==> config.mk <==
export PLATFORM = sky130hd
export DESIGN_NAME = io_port_watchdog_timer
export DESIGN_NICKNAME = d
export VERILOG_FILES = /design/src/wdt_pkg.sv /design/src/wdt_tick.sv /design/src/io_port_watchdog_timer.sv
export SDC_FILE = /design/constraint.sdc
export NUM_CORES = 1
export LEC_CHECK = 0
export BUFFER_PORTS_ARGS = -buffer_cell sky130_fd_sc_hd__buf_2
export CAP_MARGIN = 20
export CORE_UTILIZATION = 40
export CTS_CLUSTER_DIAMETER = 60
export CTS_CLUSTER_SIZE = 40
export DETAILED_ROUTE_END_ITERATION = 7
export PLACE_DENSITY_LB_ADDON = 0.2
export REMOVE_ABC_BUFFERS = 1
export SLEW_MARGIN = 20
export SYNTH_ARGS = -nofsm -noshare
export SYNTH_HDL_FRONTEND = slang
export SYNTH_SLANG_ARGS = --single-unit
==> constraint.sdc <==
create_clock -name sys_clk -period 6.8 [get_ports sys_clk]
set_clock_uncertainty 0.2 [all_clocks]
set_input_delay 0.68 -clock sys_clk [delete_from_list [all_inputs] [get_ports sys_clk]]
set_output_delay 0.68 -clock sys_clk [all_outputs]
set_load 0.02 [all_outputs]
==> src/wdt_pkg.sv <==
// Package for the I/O port watchdog timer: port address, timing, states.
// Assumes a 10 MHz system clock and an 8-bit I/O data path.
package wdt_pkg;
    localparam logic [15:0] WDT_PORT_ADDR = 16'h0443;
    localparam int CLK_HZ = 10000000;
    localparam int TIMEOUT_MS = 1600;
    localparam int TIMEOUT_CYCLES = (CLK_HZ / 1000) * TIMEOUT_MS;
    localparam int TOL_PCT = 30;
    localparam int TICK_US = 1000;
    localparam int TICK_CYCLES = (CLK_HZ / 1000000) * TICK_US;
    localparam int TIMEOUT_TICKS = TIMEOUT_CYCLES / TICK_CYCLES;
    localparam int RST_PULSE_US = 10;
    localparam int RST_PULSE_CYCLES = (CLK_HZ / 1000000) * RST_PULSE_US;
    localparam logic [7:0] DATA_ON = 8'h01;
    localparam logic [7:0] DATA_OFF = 8'h00;
    localparam logic [7:0] READ_IDLE = 8'hff;
    typedef enum logic [1:0] {WDT_OFF, WDT_RUN, WDT_FIRE} wdt_state_e;
endpackage : wdt_pkg

==> src/wdt_tick.sv <==
// Time base divider producing a one-cycle tick enable.
// Assumes one free-running system clock.
`timescale 1ns/1ps
module wdt_tick #(
    parameter int DIV = 10000
) (
    // Clock and reset.
    input wire logic sys_clk,
    input wire logic sys_rst,
    // Tick enable output.
    output logic tick
);
    logic [31:0] cnt_r;

    // Count cycles and pulse the tick at the end of each period.
    always_ff @(posedge sys_clk or posedge sys_rst) begin
        if (sys_rst) begin
            cnt_r <= 32'h0000_0000;
            tick <= 1'b0;
        end else if (cnt_r == 32'(DIV - 1)) begin
            cnt_r <= 32'h0000_0000;
            tick <= 1'b1;
        end else begin
            cnt_r <= cnt_r + 32'h0000_0001;
            tick <= 1'b0;
        end
    end
endmodule : wdt_tick

==> src/io_port_watchdog_timer.sv <==
// Watchdog timer reached through one host I/O port.
// Assumes single-cycle I/O strobes synchronous to sys_clk.
`timescale 1ns/1ps
module io_port_watchdog_timer
    import wdt_pkg::*;
#(
    parameter int TICK_DIV = TICK_CYCLES,
    parameter int TIMEOUT_N = TIMEOUT_TICKS,
    parameter int PULSE_N = RST_PULSE_CYCLES
) (
    // Clock and reset.
    input wire logic sys_clk,
    input wire logic sys_rst,
    // Host I/O port access.
    input wire logic [15:0] io_addr,
    input wire logic io_wr,
    input wire logic io_rd,
    input wire logic [7:0] io_wdata,
    output logic [7:0] io_rdata,
    // Expiry action select and outputs.
    input wire logic irq_mode,
    output logic cpu_rst,
    output logic wdt_irq,
    output logic wdt_enabled
);
    import wdt_pkg::*;

    wdt_state_e state_r;
    logic [31:0] ticks_r;
    logic [31:0] pulse_r;
    logic tick;
    logic hit;
    logic refresh;
    logic stop;
    logic expire;

    // Free-running time base.
    wdt_tick #(.DIV(TICK_DIV)) u_tick (
        .sys_clk(sys_clk),
        .sys_rst(sys_rst),
        .tick(tick)
    );

    // Port decode; a one write or any read arms, a zero write stops.
    assign hit = (io_addr == WDT_PORT_ADDR);
    assign refresh = hit && ((io_wr && io_wdata == DATA_ON) || io_rd);
    assign stop = hit && io_wr && io_wdata == DATA_OFF;
    // Expiry sits exactly at the nominal count, well inside the spread
    // that the tolerance allows, so software margins stay on the host side.
    assign expire = (state_r == WDT_RUN) && tick &&
                    (ticks_r == 32'(TIMEOUT_N - 1));

    // State sequence of the watchdog.
    always_ff @(posedge sys_clk or posedge sys_rst) begin
        if (sys_rst) begin
            state_r <= WDT_RUN;
        end else begin
            unique case (state_r)
                WDT_OFF: begin
                    if (refresh) begin
                        state_r <= WDT_RUN;
                    end
                end
                WDT_RUN: begin
                    if (stop) begin
                        state_r <= WDT_OFF;
                    end else if (refresh) begin
                        state_r <= WDT_RUN;
                    end else if (expire) begin
                        state_r <= WDT_FIRE;
                    end
                end
                WDT_FIRE: begin
                    if (pulse_r == 32'(PULSE_N - 1)) begin
                        state_r <= WDT_RUN;
                    end
                end
            endcase
        end
    end

    // Timeout counter; restarted by a refresh or any state change.
    always_ff @(posedge sys_clk or posedge sys_rst) begin
        if (sys_rst) begin
            ticks_r <= 32'h0000_0000;
        end else if (state_r != WDT_RUN || refresh) begin
            ticks_r <= 32'h0000_0000;
        end else if (tick) begin
            ticks_r <= ticks_r + 32'h0000_0001;
        end
    end

    // Length of the expiry pulse.
    always_ff @(posedge sys_clk or posedge sys_rst) begin
        if (sys_rst) begin
            pulse_r <= 32'h0000_0000;
        end else if (state_r == WDT_FIRE) begin
            pulse_r <= pulse_r + 32'h0000_0001;
        end else begin
            pulse_r <= 32'h0000_0000;
        end
    end

    // Expiry action routed to reset or interrupt, from flip-flops.
    always_ff @(posedge sys_clk or posedge sys_rst) begin
        if (sys_rst) begin
            cpu_rst <= 1'b0;
            wdt_irq <= 1'b0;
        end else begin
            cpu_rst <= (state_r == WDT_FIRE) && !irq_mode;
            wdt_irq <= (state_r == WDT_FIRE) && irq_mode;
        end
    end

    // Read data shows the enable state in bit zero.
    always_ff @(posedge sys_clk or posedge sys_rst) begin
        if (sys_rst) begin
            io_rdata <= 8'h00;
        end else if (hit && io_rd) begin
            io_rdata <= {7'h00, state_r != WDT_OFF};
        end
    end

    assign wdt_enabled = (state_r != WDT_OFF);

    // Reset releases the block into the enabled state.
    property p_reset_on;
        @(posedge sys_clk) $fell(sys_rst) |-> state_r == WDT_RUN;
    endproperty
    a_reset_on: assert property (p_reset_on)
        else $error("not enabled after reset");

    property p_write_one;
        @(posedge sys_clk) disable iff (sys_rst)
        (hit && io_wr && io_wdata == DATA_ON && state_r != WDT_FIRE)
        |=> state_r == WDT_RUN && ticks_r == 32'h0000_0000;
    endproperty
    a_write_one: assert property (p_write_one)
        else $error("write one did not arm and restart");

    property p_read_arms;
        @(posedge sys_clk) disable iff (sys_rst)
        (hit && io_rd && !io_wr && state_r == WDT_OFF) |=> state_r == WDT_RUN;
    endproperty
    a_read_arms: assert property (p_read_arms)
        else $error("read did not arm");

    property p_expire;
        @(posedge sys_clk) disable iff (sys_rst)
        (expire && !refresh && !stop) |=> state_r == WDT_FIRE;
    endproperty
    a_expire: assert property (p_expire)
        else $error("timeout did not expire");

    property p_stop;
        @(posedge sys_clk) disable iff (sys_rst)
        (stop && state_r != WDT_FIRE) |=> state_r == WDT_OFF;
    endproperty
    a_stop: assert property (p_stop)
        else $error("write zero did not stop");

    property p_off_quiet;
        @(posedge sys_clk) disable iff (sys_rst)
        (state_r == WDT_OFF) |=> state_r != WDT_FIRE;
    endproperty
    a_off_quiet: assert property (p_off_quiet)
        else $error("expiry while disabled");

    property p_action;
        @(posedge sys_clk) disable iff (sys_rst)
        $rose(state_r == WDT_FIRE) |=> (cpu_rst || wdt_irq);
    endproperty
    a_action: assert property (p_action)
        else $error("no expiry action");

    property p_pulse_end;
        @(posedge sys_clk) disable iff (sys_rst)
        (state_r == WDT_FIRE && pulse_r == 32'(PULSE_N - 1))
        |=> state_r == WDT_RUN ##1 !cpu_rst;
    endproperty
    a_pulse_end: assert property (p_pulse_end)
        else $error("reset pulse did not end");

    // Read data reports the enable state seen at the read edge.
    property p_rdata;
        @(posedge sys_clk) disable iff (sys_rst)
        (hit && io_rd) |=> io_rdata == {7'h00, $past(wdt_enabled)};
    endproperty
    a_rdata: assert property (p_rdata)
        else $error("read data does not show the enable state");

    // In reset mode the expiry drives only the CPU reset line.
    property p_rst_action;
        @(posedge sys_clk) disable iff (sys_rst)
        (state_r == WDT_FIRE && !irq_mode) |=> cpu_rst && !wdt_irq;
    endproperty
    a_rst_action: assert property (p_rst_action)
        else $error("expiry did not drive the CPU reset");

    // In interrupt mode the expiry drives only the interrupt line.
    property p_irq_action;
        @(posedge sys_clk) disable iff (sys_rst)
        (state_r == WDT_FIRE && irq_mode) |=> wdt_irq && !cpu_rst;
    endproperty
    a_irq_action: assert property (p_irq_action)
        else $error("expiry did not drive the interrupt");

    // Expiry only follows the full nominal count of ticks.
    property p_full_count;
        @(posedge sys_clk) disable iff (sys_rst)
        $rose(state_r == WDT_FIRE) |-> $past(ticks_r) == 32'(TIMEOUT_N - 1);
    endproperty
    a_full_count: assert property (p_full_count)
        else $error("expiry before the nominal count");

    // The expiry state never outlasts the set pulse length.
    property p_pulse_bound;
        @(posedge sys_clk) disable iff (sys_rst)
        (state_r == WDT_FIRE) |-> pulse_r < 32'(PULSE_N);
    endproperty
    a_pulse_bound: assert property (p_pulse_bound)
        else $error("reset pulse too long");
endmodule : io_port_watchdog_timer

Word-level counts from Yosys, hierarchy flattened

Index checks and enable logic that the tools add are counted.

Reductions and logical operators: 17
Mux-type cells: 11
Equal/unequal tests: 11
Add/sub/neg operators: 3

Operator list:

| operator                | count |
|---|---|
| $mux W32                | 4 |
| $add A32 B1 Y32 const B | 3 |
| $eq A32 B11 Y1 const B  | 1 |
| $eq A32 B14 Y1 const B  | 1 |
| $eq A32 B7 Y1 const B   | 1 |
| $eq A16 B11 Y1 const B  | 1 |
| $mux W2                 | 5 |
| $logic_and A1 B1 Y1     | 9 |
| $eq A8 B1 Y1 const B    | 1 |
| $logic_not A8 Y1        | 1 |
| $pmux W2 S3             | 1 |
| $ne A2 B2 Y1 const B    | 2 |
| $ne A4 B4 Y1 const B    | 1 |
| $reduce_bool A2 Y1      | 2 |
| $reduce_and A3 Y1       | 1 |
| $eq A2 B1 Y1 const B    | 1 |
| $eq A2 B2 Y1 const B    | 1 |
| $logic_not A2 Y1        | 1 |
| $logic_or A1 B1 Y1      | 2 |
| $ne A2 B1 Y1 const B    | 1 |
| $logic_not A1 Y1        | 1 |
| $mux W1                 | 1 |

Output and inout port bits: 11
Input port bits: 29
Bits in registers: 102

Longest topological paths before layout

Depth in word-level cells: 7
Mapped depth: 7
Gate-level depth less buffers: 6

Modules after synthesis

Synthesis repeated with hierarchy kept, for this count alone.

Cells, all modules: 542
Area, all modules: 5260.0 µm²

Modules (own cells, without submodules):

| module                 | cells an instance | instances | area each (µm²) |
|---|---|---|---|
| io_port_watchdog_timer | 387               | 1         | 3649.8 |
| wdt_tick               | 155               | 1         | 1610.3 |

Worst setup path after synthesis

Ideal clock, no wire load.

Path type: input port to flip-flop
Start: in io_wdata[1]
End: reg state_r[1]
Setup time: 0.123 ns
Data arrival time: 1.869 ns
Stages: 5
Slack: 4.608 ns
Data required time: 6.477 ns
Cell sequence: nor4_1 > nand3_1 > a21o_1 > o221a_1 > o221a_1

Longest elaborated chain between the ends: 7
Elaborated cells on any way between the ends: 12
Those cells by class: eq/ne: 3; mux: 3; reduce/logical: 6

Ends and longest elaborated chain:

| element              | RTL line                     | source |
|---|---|---|
| from (decl)          | io_port_watchdog_timer.sv:18 | `input wire logic [7:0] io_wdata,` |
| $eq A8 B1 Y1         | io_port_watchdog_timer.sv:46 | `assign refresh = hit && ((io_wr && io_wdata == DATA_ON) \|\| io_rd);` |
| $logic_and A1 B1 Y1  | io_port_watchdog_timer.sv:46 |  |
| $logic_or A1 B1 Y1   | io_port_watchdog_timer.sv:46 |  |
| $logic_and A1 B1 Y1  | io_port_watchdog_timer.sv:46 |  |
| $mux W2              | io_port_watchdog_timer.sv:67 | `end else if (refresh) begin` |
| $mux W2              | io_port_watchdog_timer.sv:65 | `if (stop) begin` |
| $pmux W2 S3          | io_port_watchdog_timer.sv:58 | `unique case (state_r)` |
| to (signal assigned) | io_port_watchdog_timer.sv:61 | `state_r <= WDT_RUN;` |
| to (signal assigned) | io_port_watchdog_timer.sv:66 | `state_r <= WDT_OFF;` |
| to (signal assigned) | io_port_watchdog_timer.sv:68 | `state_r <= WDT_RUN;` |
| to (decl)            | io_port_watchdog_timer.sv:28 | `wdt_state_e state_r;` |

Parallel ways exist; a longest one is shown, timed or not.
A chain may end at the register's enable or synchronous reset.

Final worst setup path

Start: reg pulse_r[5]
End: reg pulse_r[23]

Longest elaborated chain between the ends: 2

Ends and longest elaborated chain:

| element                | RTL line                     | source |
|---|---|---|
| from (decl)            | io_port_watchdog_timer.sv:30 | `logic [31:0] pulse_r;` |
| from (signal assigned) | io_port_watchdog_timer.sv:98 | `pulse_r <= pulse_r + 32'h0000_0001;` |
| $add A32 B1 Y32        | io_port_watchdog_timer.sv:98 |  |
| $mux W32               | io_port_watchdog_timer.sv:97 | `end else if (state_r == WDT_FIRE) begin` |

Every way passes these cells.

==> impl_metrics.env <==
export IMPL_synth_avg_cell_area_um2=9.96
export IMPL_drtIter0Drc=221
export IMPL_nNetsFinal=579
export IMPL_power_leakage_nw=2.46
export IMPL_numCtsBuffers=9
export IMPL_synth_edf_count=0
export IMPL_total_power_w=0.00131
export IMPL_final_core_util_pct=45.9
export IMPL_grt_use_total_pct=16.1
export IMPL_fp_dieH_um=115
export IMPL_endpoint_kind="flip-flop"
export IMPL_hpwl_mm=6.53
export IMPL_yosysMostFrequentCell="dfrtp_1"
export IMPL_root_buffer="clkbuf_16"
export IMPL_pre_cts_ws_ns=3.89
export IMPL_ys_seq_elements=102
export IMPL_wl_mm=9.85
export IMPL_met2_usage_pct=24.6
export IMPL_grt_antenna_before_repair=0
export IMPL_vias=3726
export IMPL_maxCapViolations=0
export IMPL_met3_usage_pct=4.24
export IMPL_drc=0
export IMPL_drtPass1Iterations=4
export IMPL_netlist_instances=517
export IMPL_grt_max_degree=76
export IMPL_hold_viol_final=0
export IMPL_fin_tns_setup_ns=0
export IMPL_netlist_area_leader_share_pct=49.1
export IMPL_setup_viol=0
export IMPL_ios=40
export IMPL_cp_required_ns=6.83
export IMPL_crit_chain="and3_1, nand4b_1, nor4_1, xnor2_1, nor2_1"
export IMPL_holdCritPathClass="in2async"
export IMPL_yosysTopAreaCell="dfrtp_1"
export IMPL_place_gp_congestion=0.743
export IMPL_clk_path_buf_depth=2
export IMPL_core_area_um2=12600
export IMPL_post_cts_resized=0
export IMPL_irDropWorstVdd_uv=122
export IMPL_rsz0062_at_grt="no"
export IMPL_fin_ws_ns=4.50
export IMPL_die_area_um2=13300
export IMPL_area_growth_pct=12.1
export IMPL_path_max_fanout=13
export IMPL_period_share_pct=33.8
export IMPL_maxSlewHeadroom_pct=37.8
export IMPL_cp_slowest_cell="nand4b_1"
export IMPL_grt_pass1_wl_mm=16.8
export IMPL_synthTopCellsByCount="dfrtp_1, nor2_1, xor2_1"
export IMPL_fp_dieW_um=115
export IMPL_tightest_slew_ns=0.933
export IMPL_seq_area_frac_synth_pct=49.6
export IMPL_ctsHoldBuffers=0
export IMPL_rows=41
export IMPL_stdcell_count=724
export IMPL_initial_core_util_pct=41.0
export IMPL_max_freq_mhz=435
export IMPL_crit_buf_inv=0
export IMPL_outcome="finished, final reports clean"
export IMPL_htree_levels=3
export IMPL_syn_cell_area_um2=5150
export IMPL_cp_slowest_stage_delay_ns=0.58
export IMPL_cts_tree="built"
export IMPL_clock_latency_ns=0.35
export IMPL_critPathLaunchType="flip-flop"
export IMPL_grt_busiest_layer="met2"
export IMPL_dp_cells=707
export IMPL_layout_drive_gt1_share_pct=12.5
export IMPL_min_period_ns=2.30
export IMPL_power_density_nw_per_um2=226
export IMPL_async_reset_ff_share_pct=100
export IMPL_crit_family="simple AND/OR/NAND/NOR gates"
export IMPL_clk_pin_slew_worst_paths_ns=0.07
export IMPL_antenna_left=0
export IMPL_viasPerCell=5.15
export IMPL_yosys_cell_types_count=44
export IMPL_grt_pass1_vias=3519
export IMPL_postCtsSetupBuffers=0
export IMPL_synth_flop_cell="dfrtp_1"
export IMPL_path_class="reg2reg"
export IMPL_grt_overflow=0
export IMPL_synthTopCellsByArea="dfrtp_1, xor2_1, xnor2_1, nor2_1, nand3_1"
export IMPL_routedWlPerCell_um=13.6
export IMPL_slew_viol_final=0
export IMPL_yosys_warnings=0
export IMPL_cp_data_arrival_time_ns=2.33
export IMPL_diodes=0
export IMPL_gr_usage_met1_pct=22.7
export IMPL_io_buffer_count=32
export IMPL_cts_sinks=102
-- worst paths after layout --
| path | startpoint | end | slack (ns) | cells past startpoint |
|---|---|---|---|---|
| max | pulse_r[5]$_DFF_PP0_ | pulse_r[23]$_DFF_PP0_ | 4.50 | 5 |
| min reg2reg | pulse_r[0]$_DFF_PP0_ | pulse_r[0]$_DFF_PP0_ | 0.28 | 1 |
| min in group sys_clk | pulse_r[0]$_DFF_PP0_ | pulse_r[0]$_DFF_PP0_ | 0.28 | 1 |
| max reg2reg | pulse_r[5]$_DFF_PP0_ | pulse_r[23]$_DFF_PP0_ | 4.50 | 5 |
| max in group asynchronous | sys_rst | pulse_r[9]$_DFF_PP0_ | 5.05 | 3 |
| min | sys_rst | ticks_r[15]$_DFFE_PP0P_ | 0.10 | 2 |
-- layout make-up --
type,count,area (um^2)
tap,172,215
fill,1183,6790
sequential,102,2550
timing repair buffer,35,190
clock inverter,3,67.6
multi-input combinational,388,2450
clock buffer,13,250
inverter,11,43.8
-- logic make-up after synthesis --
family / share of synthesized area (%)
other: 0.0728
adders and majority gates: 0.729
muxes: 0.413
xor gates and xnor gates: 15.0
DFF: 49.6
buffers and inverters: 3.26
AOI/OAI and AO/OA: 1.89
and+or+nand+nor: 29.1
-- metrics by stage --
| step | cell area [um^2] | hold slack, ns |
|---|---|---|
| final | 5770 | 0.103 |
| after global routing | 5770 | 0.128 |
| after CTS | 5760 | 0.108 |
| after detailed placement | 5440 | 0.276 |
| after global placement | 5440 | 0.266 |
| after floorplan | 5050 | 0.247 |
-- cells in the final DEF (no fill, tap or decap), types with 2 or more instances in the layout --
cell type,synthesis,final
inv_1,11,10
nor2_1,84,84
clkbuf_1,5,3
conb_1,1,7
bufinv_16,0,2
nand3_1,41,41
or3_1,4,4
a21o_1,2,2
a21oi_1,4,4
and4_1,8,8
xnor2_1,43,43
xor2_1,45,45
nand2_1,31,30
buf_4,9,2
and2_1,5,5
buf_2,8,32
ha_1,3,3
o21ai_0,5,5
nand4_1,27,27
and3_1,15,15
nor4_1,21,21
dfrtp_1,101,101
nor4_2,9,9
o221a_1,2,2
clkbuf_16,0,9
nor3_1,13,13
-- power breakdown --
group	internal (W)	total [W]	switching [W]	leakage, nW
combinational	0.0000321	0.000126	0.0000938	0.905
clock	0.000333	0.000555	0.000222	0.150
sequential	0.000617	0.000625	0.00000783	1.41
total	0.000982	0.00131	0.000323	2.46
-- sequential cells by signal, summed over array words and instances, names as in the netlist --
register	count
u_tick.tick	1
u_tick.cnt_r	32
pulse_r	32
cpu_rst	1
wdt_irq	1
state_r	2
io_rdata	1
ticks_r	32
-- routing by layer --
layer / vias up / wire [um]
met2: 60 / 4310
met1: 1817 / 5050
met4: 0 / 106
met5: - / 0
li1: 1837 / -
met3: 12 / 386
No activity file was read; power rests on OpenSTA's default activity.
